### src/verilog/amr_pkg.sv
// constants, field layouts and carrier types of the mode word and data-ready control block
// Summary of operation
// - word size field bits 9:8: 00b gives 16-bit words, 01b gives 24-bit words (default)
// - code 10b pads 32-bit words with low zeros, 11b sign-extends into top bits
// - mode bit 4 enables the serial timeout when set; enabled after reset
// - bits 3:2 pick ready source: lagging (default), OR of enabled, or leading channel
// - no data pending: bit 1 clear drives ready pin high, set floats it
// - data available: bit 0 clear holds pin low, set gives fixed low pulse
// - clock configuration register sits at address 3h and resets to 0F0Eh
package amr_pkg;

  localparam int unsigned CLK_PERIOD_NS = 4;

  // register map, 6-bit word addresses
  localparam logic [5:0]  CLOCK_ADDR  = 6'h03;
  localparam logic [5:0]  MODE_ADDR   = 6'h02;
  localparam logic [15:0] CLOCK_RESET = 16'h0F0E;
  localparam logic [15:0] CLOCK_WMASK = 16'h0FFF;
  localparam logic [15:0] MODE_RESET  = 16'h0110;
  localparam logic [15:0] MODE_WMASK  = 16'h03FF;
  localparam int unsigned CH_EN_LSB   = 8;

  // word size codes
  localparam logic [1:0] WS_16      = 2'h0;
  localparam logic [1:0] WS_24      = 2'h1;
  localparam logic [1:0] WS_32_PAD  = 2'h2;
  localparam logic [1:0] WS_32_SIGN = 2'h3;

  // ready source codes; both upper codes select the leading channel
  localparam logic [1:0] SRC_LAG = 2'h0;
  localparam logic [1:0] SRC_OR  = 2'h1;

  // serial frame: 16-bit command then 16-bit data, msb first
  localparam int unsigned CMD_WR_BIT = 15;
  localparam int unsigned ADDR_W     = 6;
  localparam logic [4:0]  LAST_BIT   = 5'h0F;
  localparam logic [4:0]  BIT_ONE    = 5'h01;

  // timing
  localparam int unsigned PULSE_NS    = 16;
  localparam int unsigned PULSE_CYC   = (PULSE_NS + CLK_PERIOD_NS - 1) / CLK_PERIOD_NS;
  localparam int unsigned TIMEOUT_NS  = 16384;
  localparam int unsigned TIMEOUT_CYC = TIMEOUT_NS / CLK_PERIOD_NS;

  typedef struct packed {
    logic [5:0] upper;
    logic [1:0] word_size_sel;
    logic [2:0] reserved;
    logic       timeout_en;
    logic [1:0] ready_source_sel;
    logic       ready_idle_float;
    logic       ready_pulse_format;
  } amr_mode_t;

  typedef struct packed {
    logic cs_n;
    logic sclk;
    logic sdi;
  } amr_spi_t;

  typedef enum logic [2:0] {
    FR_IDLE = 3'b001,
    FR_CMD  = 3'b010,
    FR_DATA = 3'b100
  } amr_frame_t;

endpackage

### src/verilog/amr_word_fmt.sv
// output word formatter for the selected word size
module amr_word_fmt (
  // sample in
  input  wire logic [23:0] sample_i,
  input  wire logic [1:0]  word_size_sel_i,
  // formatted word, right aligned except the padded 32-bit code, which puts the sample in bits 31:8
  output logic      [31:0] word_o
);

  wire logic [31:0] w16   = {16'h0000, sample_i[23:8]};
  wire logic [31:0] w24   = {8'h00, sample_i};
  wire logic [31:0] wpad  = {sample_i, 8'h00};
  wire logic [31:0] wsign = {{8{sample_i[23]}}, sample_i};

  // 16-bit keeps the top of the sample, dropping the low byte
  assign word_o = (word_size_sel_i == amr_pkg::WS_16)     ? w16  :
                  (word_size_sel_i == amr_pkg::WS_24)     ? w24  :
                  (word_size_sel_i == amr_pkg::WS_32_PAD) ? wpad :
                                                            wsign;

endmodule

### src/verilog/amr_mode_ready_ctrl.sv
// mode and clock registers over the serial port, word formatting and data-ready pin control
module amr_mode_ready_ctrl #(
  parameter int unsigned TIMEOUT_CYC = amr_pkg::TIMEOUT_CYC,
  parameter int unsigned N_CH        = 4
) (
  // clock and reset
  input  wire logic            REF_CLK_I,
  input  wire logic            NRST_I,
  // serial port
  input  wire logic            SPI_CS_N_I,
  input  wire logic            SPI_SCLK_I,
  input  wire logic            SPI_SDI_I,
  output logic                 SPI_SDO_O,
  output logic                 SPI_SDO_OE_O,
  // converter side
  input  wire logic [N_CH-1:0] CH_READY_I,
  input  wire logic [23:0]     CH_SAMPLE_I,
  output logic      [31:0]     SAMPLE_WORD_O,
  // data-ready pin
  output logic                 SAMPLE_READY_O,
  output logic                 SAMPLE_READY_OE_O
);

  localparam int unsigned TW = $clog2(TIMEOUT_CYC + 1);
  localparam logic [2:0]  PW = 3'(amr_pkg::PULSE_CYC);

  //////////////////////////////////////////////////////////////////////////////
  // reset release and pin synchronisers
  logic [1:0]        rst_s_q;
  wire logic         rst_n = rst_s_q[1];

  always_ff @(posedge REF_CLK_I or negedge NRST_I) begin
    if (!NRST_I) rst_s_q <= 2'h0;
    else         rst_s_q <= {rst_s_q[0], 1'b1};
  end

  amr_pkg::amr_spi_t s1_q, s2_q, s3_q, filt_q, prev_q;
  wire amr_pkg::amr_spi_t pin_now = '{cs_n: SPI_CS_N_I, sclk: SPI_SCLK_I, sdi: SPI_SDI_I};
  wire logic [2:0]        agree   = ~(s2_q ^ s3_q);
  wire amr_pkg::amr_spi_t filt_d  = amr_pkg::amr_spi_t'((s3_q & agree) | (filt_q & ~agree));

  // idle high values so leaving reset on an idle bus does not look like an edge
  always_ff @(posedge REF_CLK_I or negedge rst_n) begin
    if (!rst_n) begin
      s1_q   <= 3'h6;
      s2_q   <= 3'h6;
      s3_q   <= 3'h6;
      filt_q <= 3'h6;
      prev_q <= 3'h6;
    end else begin
      s1_q   <= pin_now;
      s2_q   <= s1_q;
      s3_q   <= s2_q;
      filt_q <= filt_d;
      prev_q <= filt_q;
    end
  end

  wire logic cs_high   = filt_q.cs_n;
  wire logic cs_fall   = prev_q.cs_n & ~filt_q.cs_n;
  wire logic sclk_rise = filt_q.sclk & ~prev_q.sclk;
  wire logic sclk_fall = ~filt_q.sclk & prev_q.sclk;

  //////////////////////////////////////////////////////////////////////////////
  // frame engine
  amr_pkg::amr_frame_t state_q, state_d;
  logic [4:0]          bit_q, bit_d;
  logic [15:0]         shift_q, cmd_q, sdo_sh_q, rdata;
  logic [TW-1:0]       idle_q;
  logic                sdo_q, sdo_oe_q;
  amr_pkg::amr_mode_t  mode_q;
  logic [15:0]         clk_reg_q;

  wire logic [15:0] in_word  = {shift_q[14:0], filt_q.sdi};
  wire logic        active   = (state_q == amr_pkg::FR_CMD) || (state_q == amr_pkg::FR_DATA);
  wire logic        last_bit = sclk_rise && (bit_q == amr_pkg::LAST_BIT);
  wire logic        cmd_done = (state_q == amr_pkg::FR_CMD) && last_bit;
  wire logic        wr_done  = (state_q == amr_pkg::FR_DATA) && last_bit && cmd_q[amr_pkg::CMD_WR_BIT];
  wire logic [5:0]  wr_addr  = cmd_q[amr_pkg::ADDR_W-1:0];
  wire logic [5:0]  rd_addr  = in_word[amr_pkg::ADDR_W-1:0];
  wire logic        sclk_any = sclk_rise | sclk_fall;
  // stall counted only mid-frame; edges restart the count
  wire logic        timeout_hit = mode_q.timeout_en && active && !sclk_any &&
                                  (idle_q == TW'(TIMEOUT_CYC));

  always_comb begin
    if (rd_addr == amr_pkg::CLOCK_ADDR)     rdata = clk_reg_q;
    else if (rd_addr == amr_pkg::MODE_ADDR) rdata = mode_q;
    else                                    rdata = 16'h0000;
  end

  always_comb begin
    state_d = state_q;
    bit_d   = bit_q;
    if (cs_high) begin
      state_d = amr_pkg::FR_IDLE;
    end else if (cs_fall || timeout_hit) begin
      state_d = amr_pkg::FR_CMD;
      bit_d   = 5'h00;
    end else begin
      case (state_q)
        amr_pkg::FR_CMD: begin
          if (last_bit) begin
            state_d = amr_pkg::FR_DATA;
            bit_d   = 5'h00;
          end else if (sclk_rise) begin
            bit_d = bit_q + amr_pkg::BIT_ONE;
          end
        end
        amr_pkg::FR_DATA: begin
          if (last_bit) state_d = amr_pkg::FR_IDLE;
          else if (sclk_rise) bit_d = bit_q + amr_pkg::BIT_ONE;
        end
        default: ;
      endcase
    end
  end

  always_ff @(posedge REF_CLK_I or negedge rst_n) begin
    if (!rst_n) begin
      state_q <= amr_pkg::FR_IDLE;
      bit_q   <= 5'h00;
      idle_q  <= '0;
    end else begin
      state_q <= state_d;
      bit_q   <= bit_d;
      idle_q  <= (!active || sclk_any || timeout_hit) ? '0 : idle_q + TW'(1);
    end
  end

  always_ff @(posedge REF_CLK_I or negedge rst_n) begin
    if (!rst_n) begin
      shift_q  <= 16'h0000;
      cmd_q    <= 16'h0000;
      sdo_sh_q <= 16'h0000;
      sdo_q    <= 1'b0;
      sdo_oe_q <= 1'b0;
    end else begin
      if (sclk_rise) shift_q <= in_word;
      if (cmd_done)  cmd_q <= in_word;
      if (cmd_done) begin
        sdo_sh_q <= rdata;
      end else if (sclk_fall && state_q == amr_pkg::FR_DATA) begin
        sdo_q    <= sdo_sh_q[15];
        sdo_sh_q <= {sdo_sh_q[14:0], 1'b0};
      end
      sdo_oe_q <= ~cs_high;
    end
  end

  //////////////////////////////////////////////////////////////////////////////
  // registers; mode bits above 9 belong to other logic and stay zero here
  always_ff @(posedge REF_CLK_I or negedge rst_n) begin
    if (!rst_n) begin
      clk_reg_q <= amr_pkg::CLOCK_RESET;
      mode_q    <= amr_pkg::MODE_RESET;
    end else if (wr_done) begin
      if (wr_addr == amr_pkg::CLOCK_ADDR) clk_reg_q <= in_word & amr_pkg::CLOCK_WMASK;
      // reserved 7:5 is stored as written; the host keeps it zero
      if (wr_addr == amr_pkg::MODE_ADDR)  mode_q <= in_word & amr_pkg::MODE_WMASK;
    end
  end

  //////////////////////////////////////////////////////////////////////////////
  // ready source selection
  wire logic [N_CH-1:0] chan_en  = clk_reg_q[amr_pkg::CH_EN_LSB +: N_CH];
  wire logic [N_CH-1:0] hit      = CH_READY_I & chan_en;
  logic      [N_CH-1:0] fired_q;
  wire logic            seen_all = (((fired_q | hit) & chan_en) == chan_en);
  wire logic            lag_ev   = (|hit) && seen_all;
  wire logic            lead_ev  = (|hit) && ((fired_q & chan_en) == '0);
  wire logic            or_ev    = |hit;
  wire logic            ev       = (mode_q.ready_source_sel == amr_pkg::SRC_LAG) ? lag_ev :
                                   (mode_q.ready_source_sel == amr_pkg::SRC_OR)  ? or_ev  :
                                                                                   lead_ev;
  wire logic [31:0]     fmt_word;

  amr_word_fmt u_fmt (
    .sample_i        (CH_SAMPLE_I),
    .word_size_sel_i (mode_q.word_size_sel),
    .word_o          (fmt_word)
  );

  logic       pending_q, rdy_q, rdy_oe_q;
  logic [2:0] pulse_q;
  logic [31:0] word_q;
  // pulse runs its full length even if the host starts reading early
  wire logic  ready_low = (pulse_q != 3'h0) || (pending_q && !mode_q.ready_pulse_format);

  always_ff @(posedge REF_CLK_I or negedge rst_n) begin
    if (!rst_n) begin
      fired_q   <= '0;
      pending_q <= 1'b0;
      pulse_q   <= 3'h0;
      word_q    <= 32'h0000_0000;
      rdy_q     <= 1'b1;
      rdy_oe_q  <= 1'b1;
    end else begin
      // a round closes once every enabled channel has reported
      fired_q   <= lag_ev ? '0 : (fired_q | hit);
      // new data beats the clear of a starting frame
      pending_q <= ev ? 1'b1 : (cs_fall ? 1'b0 : pending_q);
      pulse_q   <= (ev && mode_q.ready_pulse_format) ? PW : ((pulse_q != 3'h0) ? pulse_q - 3'h1 : 3'h0);
      if (ev) word_q <= fmt_word;
      rdy_q     <= ~ready_low;
      rdy_oe_q  <= ready_low | ~mode_q.ready_idle_float;
    end
  end

  assign SPI_SDO_O         = sdo_q;
  assign SPI_SDO_OE_O      = sdo_oe_q;
  assign SAMPLE_WORD_O     = word_q;
  assign SAMPLE_READY_O    = rdy_q;
  assign SAMPLE_READY_OE_O = rdy_oe_q;

  //////////////////////////////////////////////////////////////////////////////
  // assertions
  a_word_short_zero: assert property (@(posedge REF_CLK_I) disable iff (!rst_n)
    ev && mode_q.word_size_sel == amr_pkg::WS_16 |=> SAMPLE_WORD_O == {16'h0000, $past(CH_SAMPLE_I[23:8])})
    else $error("16-bit word wrong");
  a_word_pad_low: assert property (@(posedge REF_CLK_I) disable iff (!rst_n)
    ev && mode_q.word_size_sel == amr_pkg::WS_32_PAD |=> SAMPLE_WORD_O == {$past(CH_SAMPLE_I), 8'h00})
    else $error("padded word wrong");
  a_word_sign_ext: assert property (@(posedge REF_CLK_I) disable iff (!rst_n)
    ev && mode_q.word_size_sel == amr_pkg::WS_32_SIGN |=>
      SAMPLE_WORD_O == {{8{$past(CH_SAMPLE_I[23])}}, $past(CH_SAMPLE_I)})
    else $error("sign extension wrong");
  a_timeout_restart: assert property (@(posedge REF_CLK_I) disable iff (!rst_n)
    timeout_hit && !cs_high && !cs_fall |=> state_q == amr_pkg::FR_CMD && bit_q == 5'h00)
    else $error("stalled frame not dropped");
  a_timeout_off: assert property (@(posedge REF_CLK_I) disable iff (!rst_n)
    !mode_q.timeout_en && active && !sclk_any && !cs_high && !cs_fall |=>
      state_q == $past(state_q) && bit_q == $past(bit_q))
    else $error("timeout fired while disabled");
  a_ready_or_src: assert property (@(posedge REF_CLK_I) disable iff (!rst_n)
    mode_q.ready_source_sel == amr_pkg::SRC_OR && (|hit) |=> pending_q)
    else $error("or source missed a channel");
  a_idle_float: assert property (@(posedge REF_CLK_I) disable iff (!rst_n)
    !ready_low && mode_q.ready_idle_float |=> !SAMPLE_READY_OE_O && SAMPLE_READY_O)
    else $error("idle pin not floated");
  a_hold_low: assert property (@(posedge REF_CLK_I) disable iff (!rst_n)
    pending_q && !mode_q.ready_pulse_format |=> SAMPLE_READY_OE_O && !SAMPLE_READY_O)
    else $error("ready not held low");
  a_pulse_len: assert property (@(posedge REF_CLK_I) disable iff (!rst_n)
    ev && mode_q.ready_pulse_format && pulse_q == 3'h0 ##1 (!ev && mode_q.ready_pulse_format) [*5] |->
      !SAMPLE_READY_O && !$past(SAMPLE_READY_O, 1) && !$past(SAMPLE_READY_O, 2) && !$past(SAMPLE_READY_O, 3)
      ##1 SAMPLE_READY_O)
    else $error("ready pulse length wrong");
  a_clock_rsvd: assert property (@(posedge REF_CLK_I) disable iff (!rst_n)
    wr_done && wr_addr == amr_pkg::CLOCK_ADDR |=> clk_reg_q == ($past(in_word) & amr_pkg::CLOCK_WMASK))
    else $error("clock register write wrong");

endmodule

### config.mk
export PLATFORM = sky130hd
export DESIGN_NAME = amr_mode_ready_ctrl
export DESIGN_NICKNAME = d
export VERILOG_FILES = /design/src/verilog/amr_pkg.sv /design/src/verilog/amr_word_fmt.sv /design/src/verilog/amr_mode_ready_ctrl.sv
export SDC_FILE = /design/constraint.sdc
export NUM_CORES = 1
export LEC_CHECK = 0
export BUFFER_PORTS_ARGS = -buffer_cell sky130_fd_sc_hd__buf_2
export CAP_MARGIN = 25
export CORE_AREA = 10 10 115 117
export DETAILED_ROUTE_END_ITERATION = 12
export DIE_AREA = 0 0 125 127
export GPL_ROUTABILITY_DRIVEN = 0
export PLACE_DENSITY = 0.81
export REMOVE_ABC_BUFFERS = 1
export SLEW_MARGIN = 10
export SYNTH_ARGS = -nofsm -noshare
export SYNTH_HDL_FRONTEND = slang
export SYNTH_SLANG_ARGS = --single-unit
### constraint.sdc
create_clock -name REF_CLK_I -period 5.2 [get_ports REF_CLK_I]
set_input_delay 0.26 -clock REF_CLK_I [delete_from_list [all_inputs] [get_ports REF_CLK_I]]
set_output_delay 0.26 -clock REF_CLK_I [all_outputs]
set_load 0.05 [all_outputs]
==> flow_summary.ini <==
[cts]
cts_tree = built
cts_root_buf = clkbuf_16
cts.sink_count = 141
cts_made_buffers = 17
htreeDepth = 4
post_cts_resized = 0
worstSkewPairLatency_ns = 0.42
cts_buffer_depth = 2
clk_pin_slew_ns = 0.06
cts_setup_buffers = 0
holdBufCountCts = 4

[timing]
timing.hold.ws_ns = 0.124
maxSlewViolCount = 0
finalHoldViolCount = 0
setup_viol = 0
max_clock_freq_mhz = 342
clock_skew_ns = 0.00946
max_slew_margin = 0.423
rsz0062_at_grt = no
setup-tns-final_ns = 0
fin_crit_sh = 0.563
worst_slew_pin_slew_ns = 0.865
period_needed_ns = 2.93
postLayoutSetupSlackWorst_ns = 2.27

[die]
row_count = 39
die_height_microns = 127
die_w_microns = 125
start_util = 0.561
io_pins = 69
core_sq_um = 11100
die_area_sq_um = 15900

[worst_hold_path]
min_path_cells = 3
hold_start = CH_READY_I[0]
min_to = fired_q[0]
hold_class = in2reg

[power_and_ir_drop]
vdd_drop_max_mv = 0.235
p_sw_uw = 605
clock_power_share = 0.443
p_sw_frac = 0.238
power.density_nw_per_um2 = 348
seqPwrFrac = 0.496
p_comb_frac = 0.061
leakage_nw = 3.47
internal_power_mw = 1.93

[setup_path]
slowest_delay_ns = 0.72
r2r_slack_ns = 2.27
r2r_cells = 5
cp_data_arrival_time_ns = 3.27
path_class = reg2reg
slowest_stage = ha_1
worstReg2RegEnd = sdo_sh_q[9]
critPathRequiredTime_ns = 5.55
end_kind = flip-flop
path_cells = ha_1 > nand3b_2 > or2_2 > nor3_2 > a221o_1
critPathLaunchType = flip-flop
cp_max_fo = 19

[global_routing]
antenna_found_initial = 0
grt_max_degree = 67
grt_usage = 0.168
grt_pass1_wl_mm = 22.5
grt_pass1_vias = 4607
gr-total-overflow = 0

[route]
routed_via_density = 5.62
drt_iter0_markers = 264
wirelength_mm = 13.2
drt_first_pass_iters = 4
drc_errors = 0
detail-route-antenna-nets = 0
wire_per_inst_microns = 17.1
vias = 4331

[logic_synthesis]
ys_seq_elements = 141
yosysTopAreaCell = dfrtp_1
synth_area_sq_um = 6240
synth_top_cell_area_share = 0.477
yosys_warnings = 0
synth_ff_type = dfrtp_1
synth_cells = 540
avgSynthCellArea_sq_um = 11.6
synth-edff-count = 0
synthArstFlopShare = 1.00
ys_seq_area_frac = 0.570
synth_area_leaders = dfrtp_1 (48%), mux2_2 (11%), dfstp_2 (9.3%), nand2_1 (4.7%), mux2i_1 (3.4%)
synth_cell_type_count = 48

[status]
status = complete, no violations

[placement]
io_buffer_count = 68
hpwl_mm = 8.86
dp_slack_ns = 2.29

[finish]
num-nets-final = 655
register_area_sq_um = 3560
mostFrequentLayoutCell = dfrtp_1
utilization = 0.656
area_growth_pct = 16.9
diodes = 0
drive_above_1_share = 0.316
mostFrequentLayoutCells = dfrtp_1 (118), nand2_1 (78), buf_2 (68)
multiInputGateArea_sq_um = 2490
fill_cells = 818

[job]
maxCapViolCount = 0
==> Yosys cell counts (4+ instances only) <==
cell	n
inv_1	23
mux2_2	62
dfstp_2	22
a21oi_1	23
nand2b_1	11
ha_1	8
nor2_1	31
clkbuf_1	12
a221o_1	10
nand2_1	78
nor3b_1	5
dfrtp_1	119
xnor2_1	6
and3_1	14
a211oi_1	5
o21ai_0	30
xor2_1	5
mux2i_1	21
nor4_1	4
==> worst max-delay path: cells and delay by family (launching register included) <==
kind | cells | cell delay (ns)
simple gates | 3 | 1.29
fa+ha+maj | 1 | 0.72
flops | 1 | 0.55
compound gates | 1 | 0.28
==> per-stage QoR <==
step,instance area (sq um),std cells,total power [mW]
after floorplan,6130,519,1.35
final,7290,770,2.54
after CTS,7290,770,2.56
after detailed placement,6700,734,1.43
after global placement,6670,733,1.41
after global routing,7290,770,2.63
==> flip-flops by register name (all words and copies together) (netlist names), named ones only <==
register,flops
s3_q,3
SPI_SDO_O,1
s1_q,3
pulse_q,3
rst_s_q,2
cmd_q,7
mode_q,10
sdo_sh_q,16
state_q,3
SAMPLE_READY_OE_O,1
bit_q,5
s2_q,3
shift_q,15
SAMPLE_READY_O,1
fired_q,4
clk_reg_q,12
SPI_SDO_OE_O,1
SAMPLE_WORD_O,32
prev_q,2
pending_q,1
idle_q,13
==> how the worst max path moves through the flow <==
stage / from / end / slack (ns) / depth (start not counted)
detailed placement: flip-flop / sdo_sh_q[9] / 2.29 / 5
CTS: flip-flop / sdo_sh_q[9] / 2.29 / 5
global route: flip-flop / sdo_sh_q[11] / 2.03 / 6
floorplan: rst_s_q[1] / SAMPLE_WORD_O[0] / 1.02 / 0
finish: flip-flop / sdo_sh_q[9] / 2.27 / 5
global placement: flip-flop / sdo_sh_q[9] / 2.44 / 5
==> power groups by stage <==
stage,Sequential (mW),Combinational [mW],Clock (mW)
floorplan,1.25,0.0956,0
global placement,1.28,0.133,0
detailed placement,1.28,0.152,0
CTS,1.26,0.156,1.14
global route,1.27,0.173,1.19
finish,1.26,0.154,1.13
==> cell families after synthesis <==
kind of cell / share of synthesized area
mux: 0.146
compound gates: 0.0910
buf+inv: 0.0319
simple gates: 0.125
flops: 0.570
fa+ha+maj: 0.0209
xor+xnor: 0.0154
other cells: 0.000601
==> final cells by class <==
cell class | count | share of cell area
flip-flops and latches | 141 | 0.488
inverters | 23 | 0.0118
repair buffers | 76 | 0.0590
multi-input cells | 355 | 0.341
clock inverters | 11 | 0.0127
clock buffers | 21 | 0.0631
well taps | 143 | 0.0245
==> metal layers <==
metal / routed length (microns) / track usage / share of wire / vias to the layer above
li1: - / - / - / 2035
met3: 1000 / 0.0600 / 0.076 / 9
met2: 6490 / 0.275 / 0.49 / 122
met1: 5600 / 0.202 / 0.43 / 2165
met5: 0 / 0 / 0 / -
met4: 85 / 0.0576 / 0.0064 / 0
(Power assumes the default switching activity.)
